### src/core/rtc_pkg.sv
package rtc_pkg;

    // ****************************************
    // register map
    // ****************************************
    localparam logic [7:0] ADDR_DRIVE_MODE   = 8'h28;
    localparam logic [7:0] ADDR_AMPLITUDE    = 8'h29;
    localparam logic [7:0] ADDR_MOD_CONTROL  = 8'h2A;

    localparam logic [7:0] DRIVE_MODE_RESET  = 8'h00;
    localparam logic [7:0] AMPLITUDE_RESET   = 8'h00;
    localparam logic [7:0] MOD_CONTROL_RESET = 8'h00;

    // reserved bits masked away on write
    localparam logic [7:0] DRIVE_MODE_MASK   = 8'hCF;
    localparam logic [7:0] AMPLITUDE_MASK    = 8'hDF;
    localparam logic [7:0] MOD_CONTROL_MASK  = 8'hFF;
    localparam logic [7:0] READ_UNMAPPED     = 8'h00;

    // ****************************************
    // field positions
    // ****************************************
    localparam int SECOND_DRIVER_INVERT_BIT = 7;
    localparam int FIRST_DRIVER_INVERT_BIT  = 6;
    localparam int DRIVER_PINS_ENABLE_BIT   = 3;
    localparam int OUTPUT_MODE_MSB          = 2;
    localparam int OUTPUT_MODE_LSB          = 0;
    localparam int LEVEL_REDUCTION_MSB      = 7;
    localparam int LEVEL_REDUCTION_LSB      = 6;
    localparam int RESIDUAL_MSB             = 4;
    localparam int RESIDUAL_LSB             = 0;
    localparam int OVERSHOOT_MSB            = 7;
    localparam int OVERSHOOT_LSB            = 4;
    localparam int CARRIER_MAX_BIT          = 3;
    localparam int MOD_INVERT_BIT           = 2;
    localparam int SOURCE_MSB               = 1;
    localparam int SOURCE_LSB               = 0;

    // ****************************************
    // driver output modes
    // ****************************************
    localparam logic [2:0] MODE_HIGH_Z      = 3'h0;
    localparam logic [2:0] MODE_OPEN_DRAIN  = 3'h1;
    localparam logic [2:0] MODE_PUSH_PULL   = 3'h2;
    localparam logic [2:0] MODE_FORCE_LOW   = 3'h4;
    localparam logic [2:0] MODE_FORCE_HIGH  = 3'h5;

    // ****************************************
    // modulation sources
    // ****************************************
    localparam logic [1:0] SOURCE_NONE      = 2'h0;
    localparam logic [1:0] SOURCE_ENVELOPE  = 2'h1;
    localparam logic [1:0] SOURCE_EXTERNAL  = 2'h2;

    // ****************************************
    // carrier level drop below supply, mV
    // ****************************************
    localparam logic [10:0] DROP_MV_0       = 11'h064;
    localparam logic [10:0] DROP_MV_1       = 11'h0FA;
    localparam logic [10:0] DROP_MV_2       = 11'h1F4;
    localparam logic [10:0] DROP_MV_3       = 11'h3E8;
    localparam logic [10:0] DROP_MV_NONE    = 11'h000;

    // ****************************************
    // carrier timing
    // ****************************************
    localparam int CLOCK_KHZ   = 200000;
    localparam int CARRIER_KHZ = 13560;
    localparam int CARRIER_DIV = CLOCK_KHZ / CARRIER_KHZ;
    localparam logic [3:0] CARRIER_HALF = 4'(CARRIER_DIV / 2);

endpackage : rtc_pkg

### src/core/rtc_mod_if.sv
`timescale 1ns/100ps
`default_nettype none

interface rtc_mod_if;
    logic [1:0] source;
    logic       invert;
    logic [3:0] overshootLen;
    logic       carrierTick;
    logic       internalEnvelope;
    logic       externalSignal;
    logic       modActive;

    modport cfg (
        output source, invert, overshootLen, carrierTick,
        output internalEnvelope, externalSignal,
        input  modActive
    );

    modport shaper (
        input  source, invert, overshootLen, carrierTick,
        input  internalEnvelope, externalSignal,
        output modActive
    );
endinterface : rtc_mod_if

`default_nettype wire

### src/core/rtc_mod_shaper.sv
`timescale 1ns/100ps
`default_nettype none

module rtc_mod_shaper (
    // clock and reset
    input  wire logic clock,
    input  wire logic rst,
    // configuration and result
    rtc_mod_if.shaper bus
);
    import rtc_pkg::*;

    typedef enum logic {SH_IDLE, SH_EXTEND} rtc_shape_t;

    rtc_shape_t  state_q,  state_d;
    logic [3:0]  count_q,  count_d;
    logic        raw_q,    raw_d;
    logic        active_q, active_d;
    logic        chosen;
    logic        raw;

    // ****************************************
    // source select and shaping
    // ****************************************
    always_comb begin
        if (bus.source == SOURCE_ENVELOPE) begin
            chosen = bus.internalEnvelope;
        end else if (bus.source == SOURCE_EXTERNAL) begin
            chosen = bus.externalSignal;
        end else begin
            chosen = 1'b0;
        end
        // no source chosen means nothing to invert
        raw = (bus.source == SOURCE_ENVELOPE || bus.source == SOURCE_EXTERNAL)
              ? (chosen ^ bus.invert) : 1'b0;
        state_d  = state_q;
        count_d  = count_q;
        raw_d    = raw;
        case (state_q)
            SH_IDLE: begin
                if (raw_q && !raw && bus.overshootLen != 4'h0) begin
                    state_d = SH_EXTEND;
                    count_d = bus.overshootLen;
                end
            end
            SH_EXTEND: begin
                if (raw) begin
                    state_d = SH_IDLE;
                end else if (bus.carrierTick) begin
                    count_d = count_q - 4'h1;
                    if (count_q == 4'h1) begin
                        state_d = SH_IDLE;
                    end
                end
            end
            default: state_d = SH_IDLE;
        endcase
        active_d = raw | (state_d == SH_EXTEND);
    end

    always_ff @(posedge clock) begin
        if (rst) begin
            state_q  <= SH_IDLE;
            count_q  <= 4'h0;
            raw_q    <= 1'b0;
            active_q <= 1'b0;
        end else begin
            state_q  <= state_d;
            count_q  <= count_d;
            raw_q    <= raw_d;
            active_q <= active_d;
        end
    end

    assign bus.modActive = active_q;

endmodule : rtc_mod_shaper

`default_nettype wire

### src/core/rtc_tx_config.sv
// Summary of operation
// - Drive-mode bit 7 inverts the signal on the second driver pin.
// - Drive-mode bit 6 inverts the signal on the first driver pin.
// - Drive-mode bit 3 enables both driver pins together, clear disables both.
// - The 3-bit output mode picks open-drain, push-pull, high-Z, forced high or low; 011b, 110b, 111b unused.
// - Amplitude bits 7:6 drop the carrier 100, 250, 500 or 1000 mV below the supply.
// - Modulation-control bit 3 drives the carrier at maximum and overrides the drop field.
// - Amplitude bits 4:0 are the residual carrier setting driven out to the analog stage; the modulation shaper never sees it.
// - Modulation-control bits 7:4 give the overshoot modulation length in carrier cycles.
// - Modulation-control bit 2 inverts the modulation chosen by the source field.
// - Source 00b is no modulation, 01b the internal envelope, 10b the external input; 11b unused.
`timescale 1ns/100ps
`default_nettype none

module rtc_tx_config (
    // clock and reset
    input  wire logic        clock,
    input  wire logic        rst,

    // register port
    input  wire logic [7:0]  regAddr,
    input  wire logic        regWrite,
    input  wire logic [7:0]  regWriteData,
    input  wire logic        regRead,
    output var  logic [7:0]  regReadData,
    output var  logic        regReadValid,

    // modulation sources
    input  wire logic        internalTransmitEnvelope,
    input  wire logic        externalSignalInput,

    // driver pins
    output var  logic        firstDriverPinOut,
    output var  logic        firstDriverPinOe,
    output var  logic        secondDriverPinOut,
    output var  logic        secondDriverPinOe,

    // analog stage controls
    output var  logic [1:0]  carrierLevelReduction,
    output var  logic        carrierAtMaximum,
    output var  logic [10:0] carrierDropMv,
    output var  logic [4:0]  residualCarrierSetting,
    output var  logic        modulationActive
);
    import rtc_pkg::*;

    // ****************************************
    // pin drive decode
    // ****************************************
    // returns {level, enable}; unsupported codes float the pin
    function automatic logic [1:0] pinDrive(
        input logic [2:0] mode,
        input logic       enable,
        input logic       sig
    );
        logic [1:0] result;
        result = 2'h0;
        if (!enable) begin
            result = 2'h0;
        end else if (mode == MODE_PUSH_PULL) begin
            result = {sig, 1'b1};
        end else if (mode == MODE_OPEN_DRAIN) begin
            result = {1'b0, ~sig};
        end else if (mode == MODE_FORCE_HIGH) begin
            result = 2'h3;
        end else if (mode == MODE_FORCE_LOW) begin
            result = 2'h1;
        end else begin
            result = 2'h0;
        end
        return result;
    endfunction : pinDrive

    // ****************************************
    // register state
    // ****************************************
    logic [7:0] driveMode_q,    driveMode_d;
    logic [7:0] amplitude_q,    amplitude_d;
    logic [7:0] modControl_q,   modControl_d;
    logic [7:0] readData_q,     readData_d;
    logic       readValid_q,    readValid_d;

    always_comb begin
        driveMode_d  = driveMode_q;
        amplitude_d  = amplitude_q;
        modControl_d = modControl_q;
        if (regWrite) begin
            if (regAddr == ADDR_DRIVE_MODE) begin
                driveMode_d = regWriteData & DRIVE_MODE_MASK;
            end else if (regAddr == ADDR_AMPLITUDE) begin
                amplitude_d = regWriteData & AMPLITUDE_MASK;
            end else if (regAddr == ADDR_MOD_CONTROL) begin
                modControl_d = regWriteData & MOD_CONTROL_MASK;
            end
        end
        readData_d  = READ_UNMAPPED;
        readValid_d = regRead;
        if (regRead) begin
            if (regAddr == ADDR_DRIVE_MODE) begin
                readData_d = driveMode_q;
            end else if (regAddr == ADDR_AMPLITUDE) begin
                readData_d = amplitude_q;
            end else if (regAddr == ADDR_MOD_CONTROL) begin
                readData_d = modControl_q;
            end
        end
    end

    always_ff @(posedge clock) begin
        if (rst) begin
            driveMode_q  <= DRIVE_MODE_RESET;
            amplitude_q  <= AMPLITUDE_RESET;
            modControl_q <= MOD_CONTROL_RESET;
            readData_q   <= READ_UNMAPPED;
            readValid_q  <= 1'b0;
        end else begin
            driveMode_q  <= driveMode_d;
            amplitude_q  <= amplitude_d;
            modControl_q <= modControl_d;
            readData_q   <= readData_d;
            readValid_q  <= readValid_d;
        end
    end

    assign regReadData  = readData_q;
    assign regReadValid = readValid_q;

    // ****************************************
    // carrier divider
    // ****************************************
    // the integer divide runs the carrier slightly fast; good enough
    // for overshoot timing, not a frequency reference
    logic [3:0] divCount_q,   divCount_d;
    logic       phase_q,      phase_d;
    logic       tick_q,       tick_d;

    always_comb begin
        divCount_d = divCount_q + 4'h1;
        phase_d    = phase_q;
        tick_d     = 1'b0;
        if (divCount_q == CARRIER_HALF - 4'h1) begin
            divCount_d = 4'h0;
            phase_d    = ~phase_q;
            tick_d     = phase_q;
        end
    end

    always_ff @(posedge clock) begin
        if (rst) begin
            divCount_q <= 4'h0;
            phase_q    <= 1'b0;
            tick_q     <= 1'b0;
        end else begin
            divCount_q <= divCount_d;
            phase_q    <= phase_d;
            tick_q     <= tick_d;
        end
    end

    // ****************************************
    // modulation shaping
    // ****************************************
    rtc_mod_if modBus ();

    assign modBus.source = modControl_q[SOURCE_MSB:SOURCE_LSB];
    assign modBus.invert = modControl_q[MOD_INVERT_BIT];
    assign modBus.overshootLen = modControl_q[OVERSHOOT_MSB:OVERSHOOT_LSB];
    assign modBus.carrierTick = tick_q;
    assign modBus.internalEnvelope = internalTransmitEnvelope;
    assign modBus.externalSignal = externalSignalInput;

    rtc_mod_shaper u_shaper (
        .clock (clock),
        .rst   (rst),
        .bus   (modBus.shaper)
    );

    // ****************************************
    // driver pins
    // ****************************************
    logic [1:0] firstDrive_q,  firstDrive_d;
    logic [1:0] secondDrive_q, secondDrive_d;
    logic       modActive_q,   modActive_d;
    logic       carrierSig;

    always_comb begin
        // full modulation pulls the carrier off the antenna
        carrierSig  = phase_q & ~modBus.modActive;
        modActive_d = modBus.modActive;
        firstDrive_d = pinDrive(
            driveMode_q[OUTPUT_MODE_MSB:OUTPUT_MODE_LSB],
            driveMode_q[DRIVER_PINS_ENABLE_BIT],
            carrierSig ^ driveMode_q[FIRST_DRIVER_INVERT_BIT]);
        secondDrive_d = pinDrive(
            driveMode_q[OUTPUT_MODE_MSB:OUTPUT_MODE_LSB],
            driveMode_q[DRIVER_PINS_ENABLE_BIT],
            carrierSig ^ driveMode_q[SECOND_DRIVER_INVERT_BIT]);
    end

    always_ff @(posedge clock) begin
        if (rst) begin
            firstDrive_q  <= 2'h0;
            secondDrive_q <= 2'h0;
            modActive_q   <= 1'b0;
        end else begin
            firstDrive_q  <= firstDrive_d;
            secondDrive_q <= secondDrive_d;
            modActive_q   <= modActive_d;
        end
    end

    assign firstDriverPinOut  = firstDrive_q[1];
    assign firstDriverPinOe   = firstDrive_q[0];
    assign secondDriverPinOut = secondDrive_q[1];
    assign secondDriverPinOe  = secondDrive_q[0];
    assign modulationActive   = modActive_q;

    // ****************************************
    // analog controls
    // ****************************************
    logic [1:0]  reduction_q, reduction_d;
    logic        atMax_q,     atMax_d;
    logic [10:0] dropMv_q,    dropMv_d;
    logic [4:0]  residual_q,  residual_d;

    always_comb begin
        atMax_d     = modControl_q[CARRIER_MAX_BIT];
        reduction_d = amplitude_q[LEVEL_REDUCTION_MSB:LEVEL_REDUCTION_LSB];
        residual_d  = amplitude_q[RESIDUAL_MSB:RESIDUAL_LSB];
        case (reduction_d)
            2'h0:    dropMv_d = DROP_MV_0;
            2'h1:    dropMv_d = DROP_MV_1;
            2'h2:    dropMv_d = DROP_MV_2;
            default: dropMv_d = DROP_MV_3;
        endcase
        if (atMax_d) begin
            reduction_d = 2'h0;
            dropMv_d    = DROP_MV_NONE;
        end
    end

    always_ff @(posedge clock) begin
        if (rst) begin
            reduction_q <= 2'h0;
            atMax_q     <= 1'b0;
            dropMv_q    <= DROP_MV_0;
            residual_q  <= 5'h00;
        end else begin
            reduction_q <= reduction_d;
            atMax_q     <= atMax_d;
            dropMv_q    <= dropMv_d;
            residual_q  <= residual_d;
        end
    end

    assign carrierLevelReduction  = reduction_q;
    assign carrierAtMaximum       = atMax_q;
    assign carrierDropMv          = dropMv_q;
    assign residualCarrierSetting = residual_q;

endmodule : rtc_tx_config

`default_nettype wire
### config.mk
export PLATFORM = sky130hd
export DESIGN_NAME = rtc_tx_config
export DESIGN_NICKNAME = d
export VERILOG_FILES = /design/src/core/rtc_pkg.sv /design/src/core/rtc_mod_if.sv /design/src/core/rtc_mod_shaper.sv /design/src/core/rtc_tx_config.sv
export SDC_FILE = /design/constraint.sdc
export NUM_CORES = 1
export LEC_CHECK = 0
export BUFFER_PORTS_ARGS = -buffer_cell sky130_fd_sc_hd__buf_2
export CAP_MARGIN = 0
export CORE_MARGIN = 4
export CORE_UTILIZATION = 40
export CTS_BUF_LIST = sky130_fd_sc_hd__clkbuf_8
export CTS_CLUSTER_SIZE = 16
export DETAILED_ROUTE_END_ITERATION = 7
export SYNTH_ARGS = -nofsm -noshare
export SYNTH_HDL_FRONTEND = slang
export SYNTH_SLANG_ARGS = --single-unit
### constraint.sdc
create_clock -name clock -period 1.85 [get_ports clock]
set_input_delay 0.0925 -clock clock [delete_from_list [all_inputs] [get_ports clock]]
set_output_delay 0.0925 -clock clock [all_outputs]
set_load 0.005 [all_outputs]
After elaboration in Yosys (flattened, before gate mapping)
Cells that the tools add are included.
{"block": "totals", "out_inout_bits": 33, "word_cells": 96, "mem_bits_rw": 0, "memories": 0, "regBits": 66, "romBits": 0, "latch_bits": 0}
{"block": "classes", "n_reduce_logical": 17, "bitwise_logic": 16, "n_mux": 23, "n_addsub": 2, "multipliers": 0, "n_lt_le_gt_ge": 0, "n_div": 0, "eq_ne": 16, "n_shift": 0}
{"operator": "10-bit case mux with 3 select lines", "n": 1}
{"operator": "8-bit by 6-bit equality test with 1-bit output (second input constant)", "n": 3}
{"operator": "8-bit 2-to-1 mux", "n": 3}
{"operator": "4-bit 2-to-1 mux", "n": 3}
{"operator": "1-bit NOT", "n": 11}
{"operator": "2-bit 2-to-1 mux", "n": 5}
{"operator": "2-bit OR reduction", "n": 5}
{"operator": "1-bit 2-to-1 mux", "n": 8}
{"operator": "4-bit case mux with 2 select lines", "n": 1}
{"operator": "7-bit 2-to-1 mux", "n": 1}
{"operator": "3-bit equality test (second input constant)", "n": 2}
{"operator": "3-bit AND reduction", "n": 2}
{"operator": "5-bit OR reduction", "n": 1}
{"operator": "4-bit by 1-bit adder with 4-bit output (second input constant)", "n": 1}
{"operator": "2-bit by 1-bit equality test with 1-bit output (second input constant)", "n": 2}
{"operator": "2-bit equality test (second input constant)", "n": 2}
{"operator": "4-bit by 1-bit equality test with 1-bit output (second input constant)", "n": 1}
{"operator": "4-bit by 3-bit equality test with 1-bit output (second input constant)", "n": 1}
{"operator": "2-bit != test (second input constant)", "n": 2}
{"operator": "4-bit AND reduction", "n": 1}
{"operator": "4-bit nonzero test", "n": 1}
{"operator": "4-bit by 1-bit subtractor with 4-bit output (second input constant)", "n": 1}
{"operator": "3-bit by 1-bit equality test with 1-bit output (second input constant)", "n": 1}
{"operator": "3-bit by 2-bit equality test with 1-bit output (second input constant)", "n": 1}
{"operator": "other kinds (11)", "n": 14}

Longest topological paths before layout
{"block": "logic_depth", "depth_word": 11, "mapped_depth": 7}

Cells and area by module
From an unflattened synthesis, not the netlist that was laid out.
{"block": "unflattened", "hier_cells": 270, "area_unflattened_um2": 2652.5}
{"mod": "rtc_tx_config", "instances": 1, "cells_each": 213, "area_each_um2": 2133.3}
{"mod": "rtc_mod_shaper", "instances": 1, "cells_each": 57, "area_each_um2": 519.2}

Worst setup path after synthesis
No wires, ideal clock.
{"block": "synth_timing", "path_type": "register -> register", "start": "register modControl_q[1]", "end": "register u_shaper.count_q[0]", "path_buffers": 0, "path_stages_with_launch": 8, "period_less_slack_ps": 1667, "setup_slack_ps": 183, "arrival_ps": 1593, "setup_ps": 74, "path_cell_list": "dfxtp_1 -> inv_1 -> ha_1 -> nand3b_1 -> nand4b_1 -> nand3_1 -> or3b_2 -> a31oi_1"}
{"block": "synth_between", "elab_chain_cells": 10, "word_cells_on_any_way": 13}
{"item": "from (decl)", "line": "rtc_tx_config.sv:79", "text": "logic [7:0] modControl_q, modControl_d;"}
{"item": "from (signal assigned)", "line": "rtc_tx_config.sv:119", "text": "modControl_q <= modControl_d;"}
{"item": "2-bit equality test", "line": "rtc_mod_shaper.sv:28, rtc_mod_shaper.sv:34"}
{"item": "1-bit 2-to-1 mux", "line": "rtc_mod_shaper.sv:28", "text": "end else if (bus.source == SOURCE_EXTERNAL) begin"}
{"item": "1-bit 2-to-1 mux", "line": "rtc_mod_shaper.sv:26", "text": "if (bus.source == SOURCE_ENVELOPE) begin"}
{"item": "1-bit bitwise XOR", "line": "rtc_mod_shaper.sv:35", "text": "? (chosen ^ bus.invert) : 1'b0;"}
{"item": "1-bit 2-to-1 mux (*)", "line": "rtc_mod_shaper.sv:35"}
{"item": "1-bit logical NOT", "line": "rtc_mod_shaper.sv:41", "text": "if (raw_q && !raw && bus.overshootLen != 4'h0) begin"}
{"item": "1-bit logical AND (2 in series)", "line": "rtc_mod_shaper.sv:41"}
{"item": "2-bit by 1-bit != test with 1-bit output (no line)"}
{"item": "3-bit AND reduction (no line) (*)"}
{"item": "to (signal assigned)", "line": "rtc_mod_shaper.sv:69", "text": "count_q <= count_d;"}
{"item": "to (decl)", "line": "rtc_mod_shaper.sv:16", "text": "logic [3:0] count_q, count_d;"}
Every way passes the cells marked *; elsewhere a longest branch is shown, timed or not.
A chain may end at the register's enable or synchronous reset.

Worst setup path after layout
Same ends and word-level chain as after synthesis.

==> impl_metrics.json <==
{
  "rsz0062_at_grt": "no",
  "port_buffers": 52,
  "yosys.cell_types.count": 40,
  "fmax_ghz": 0.603,
  "stdcell_count": 415,
  "outcome": "finished, final reports clean",
  "cts_sinks": 64,
  "vias": 2002,
  "grt_pass1_wl_um": 8910,
  "cts_root_buffer": "clkbuf_8",
  "synthFlopType": "dfxtp_1",
  "globalRoute.totalOverflow": 0,
  "path_clk_slew_ns": 0.07,
  "setup_viol": 0,
  "yosys_register_bits": 64,
  "area_growth_pct": 23.3,
  "cp_data_required_time_ns": 2.11,
  "crit_buf_inv": 1,
  "slew_viol_final": 0,
  "start_util_pct": 42.1,
  "crit_chain": "inv_1 -> ha_1 -> nand3b_1 -> nand4b_1 -> nand3_1 -> or3b_2 -> a31oi_1",
  "worst-path-stages": 7,
  "antenna_left": 0,
  "n_antenna_cell": 0,
  "hold_violations": 0,
  "synth_top_cell_area_share_pct": 50.2,
  "arrival_ns": 1.92,
  "period_needed_ns": 1.66,
  "fin_ws_ns": 0.191,
  "first_pass_iters": 4,
  "yosysTopAreaCell": "dfxtp_1",
  "io_pins": 55,
  "cts_buffers": 9,
  "rows": 28,
  "p_leak_nw": 1.40,
  "netlist_area_um2": 2550,
  "period_share_pct": 89.7,
  "r2r-start": "modControl_q[1]$_SDFFE_PP0P_",
  "htreeDepth": 3,
  "die_w_um": 87.8,
  "synthTopCellsByArea": "dfxtp_1, mux2i_1, nor2_1",
  "drive_above_1_share_pct": 25.6,
  "multiInputGateArea_um2": 1170,
  "core-area_um2": 6060,
  "start_kind": "flop",
  "yosysSeqAreaShare_pct": 50.2,
  "wl_per_cell_um": 12.6,
  "gp_congestion": 0.799,
  "slowest_delay_ns": 0.46,
  "cpLargestDelayFamily": "simple AND/OR/NAND/NOR gates",
  "die-area_um2": 7720,
  "route.met2.wl_um": 2400,
  "grt.total_usage_pct": 15.2,
  "totalWireLength_um": 5230,
  "antenna_found_initial": 0,
  "vias_per_cell": 4.82,
  "crit_start": "modControl_q[1]$_SDFFE_PP0P_",
  "topRoutingLayerUsed": "met4",
  "drtIter0Drc": 73,
  "yosys_warnings": 0,
  "crit_end": "u_shaper.count_q[0]$_SDFFE_PP0P_",
  "timing.setup.tns_ns": 0,
  "power.total_mw": 2.70,
  "cts_tree": "yes",
  "synthArstFlopShare_pct": 0,
  "dp_cells": 397,
  "finClkSkew_ns": 0.00471,
  "r2r_setup_slack_ns": 0.19,
  "cp_slowest_cell": "or3b_2",
  "grt_start_max_net_pins": 31,
  "dpl_worst_slack_ns": 0.0192,
  "grt_pass1_vias": 1930,
  "drc": 0,
  "endpoint_kind": "flop",
  "finalNetCount": 368,
  "syn_area_per_cell_um2": 9.34,
  "cts_max_path_buffers": 2,
  "synth_edf_count": 0,
  "met3_length_um": 299,
  "worstSkewPairLatency_ns": 0.34,
  "cap_violations": 0,
  "postSynthCellCount": 273,
  "hold_path_class": "in2reg",
  "fillers": 583,
  "crit_type": "reg2reg",
  "finalCoreUtilization_pct": 51.9,
  "die_y_um": 87.8,
  "worst-path-max-fanout": 3,
  "reg2reg_depth": 7,
  "wl_met1_um": 2420,
  "powerDensity_nw_per_um2": 860,
  "post_cts_buffers": 0,
  "seqCellArea_um2": 1280,
  "worstReg2RegEnd": "u_shaper.count_q[0]$_SDFFE_PP0P_",
  "vdd.ir_drop.worst_v": 0.000642,
  "dp_hpwl_um": 3890
}
==> worst min-delay path by stage <==
stage,slack [ns],cells after the start,to,from
floorplan,0.19,1,regReadValid$_SDFF_PP0_,rst
global placement,0.33,2,regReadValid$_SDFF_PP0_,rst
detailed placement,0.33,2,regReadValid$_SDFF_PP0_,rst
CTS,0.01,3,modControl_q[0]$_SDFFE_PP0P_,regWriteData[0]
global route,0.03,2,regReadValid$_SDFF_PP0_,regRead
finish,0.03,3,modControl_q[0]$_SDFFE_PP0P_,regWriteData[0]
==> sequential cells by signal, summed over array words and instances (netlist names) <==
name,cells
u_shaper.count_q,4
u_shaper.raw_q,1
divCount_q,4
carrierLevelReduction,2
phase_q,1
residualCarrierSetting,5
carrierDropMv,8
amplitude_q,7
firstDrive_q,2
carrierAtMaximum,1
regReadData,8
modulationActive,1
regReadValid,1
secondDrive_q,2
modBus.carrierTick,1
u_shaper.bus.modActive,1
u_shaper.state_q,1
modControl_q,8
driveMode_q,6
==> repair_timing <==
| item | in CTS | in global routing |
|---|---|---|
| setup endpoints to repair | 0 | 2 |
| gates resized for setup | 0 | 1 |
| endpoints found under the hold margin | 3 | 0 |
| hold buffers | 3 | 0 |
==> cells in the mapped netlist, drive strengths merged, types with 3 or more instances <==
cell type   n
nor2       34
and2        8
nand2      25
dfxtp      64
buf         4
clkbuf      8
inv        10
xnor2       3
nor3        8
mux2i      15
nand2b      4
ha         10
or2         3
a21oi      19
nor2b      18
o21ai       8
nand3       7
==> where the power goes <==
group | leakage [nW] | internal (mW) | switching, mW | total, mW
Clock | 0.108 | 0.720 | 0.490 | 1.21
Combinational | 0.775 | 0.0450 | 0.0572 | 0.102
Sequential | 0.517 | 1.39 | 0.00612 | 1.39
==> per-stage QoR <==
stage / area [µm²] / hold WS [ns]
3_3_place_gp: 2910 / 0.328
6_report: 3140 / 0.0281
3_5_place_dp: 2910 / 0.328
4_1_cts: 3140 / 0.0104
2_1_floorplan: 2550 / 0.186
5_1_grt: 3140 / 0.0292
==> kinds of logic after synthesis <==
logic type / synth area share [%]
buffers and inverters: 3.83
AND/OR/NAND/NOR: 24.8
other: 0.147
flip-flops: 50.2
adder cells (fa/ha/maj): 4.91
multiplexers: 5.89
AO/OA/AOI/OAI: 9.18
XOR/XNOR: 1.03
==> layout make-up <==
cell class / instances / area share (%)
clock buffers: 12 / 5.25
clock inverters: 3 / 1.27
inverters: 10 / 1.19
multi-input cells: 188 / 37.4
flip-flops and latches: 64 / 40.8
well taps: 75 / 2.98
repair buffers: 63 / 11.1
==> worst min-delay path: cells and delay by family <==
| kind | cells | cell delay (ns) |
|---|---|---|
| buffers and inverters | 1 | 0.12 |
| AND/OR/NAND/NOR | 1 | 0.05 |
| AO/OA/AOI/OAI | 1 | 0.05 |
==> metal layers <==
metal  GRT usage, %  vias up
met4           7.11        0
li1               -     1033
met1           18.3      917
met2           23.9       41
met3           5.74       11
met5              0        -
==> cells in the final DEF (no fill, tap or decap), types with 3 or more instances in the layout <==
cell type | synthesis | layout
mux2i_1 | 15 | 15
clkbuf_8 | 0 | 12
a21oi_1 | 19 | 19
nor2b_1 | 18 | 18
nand2b_1 | 4 | 4
nor3_1 | 8 | 8
dlygate4sd3_1 | 0 | 3
buf_2 | 0 | 52
nor2_1 | 34 | 34
and2_1 | 8 | 8
o21ai_0 | 8 | 8
buf_4 | 4 | 8
inv_1 | 10 | 10
xnor2_1 | 3 | 3
dfxtp_1 | 64 | 63
ha_1 | 10 | 10
nand3_1 | 5 | 5
nand2_1 | 24 | 24
or2_2 | 3 | 3
Note: power is estimated with default switching activity, not from simulation.
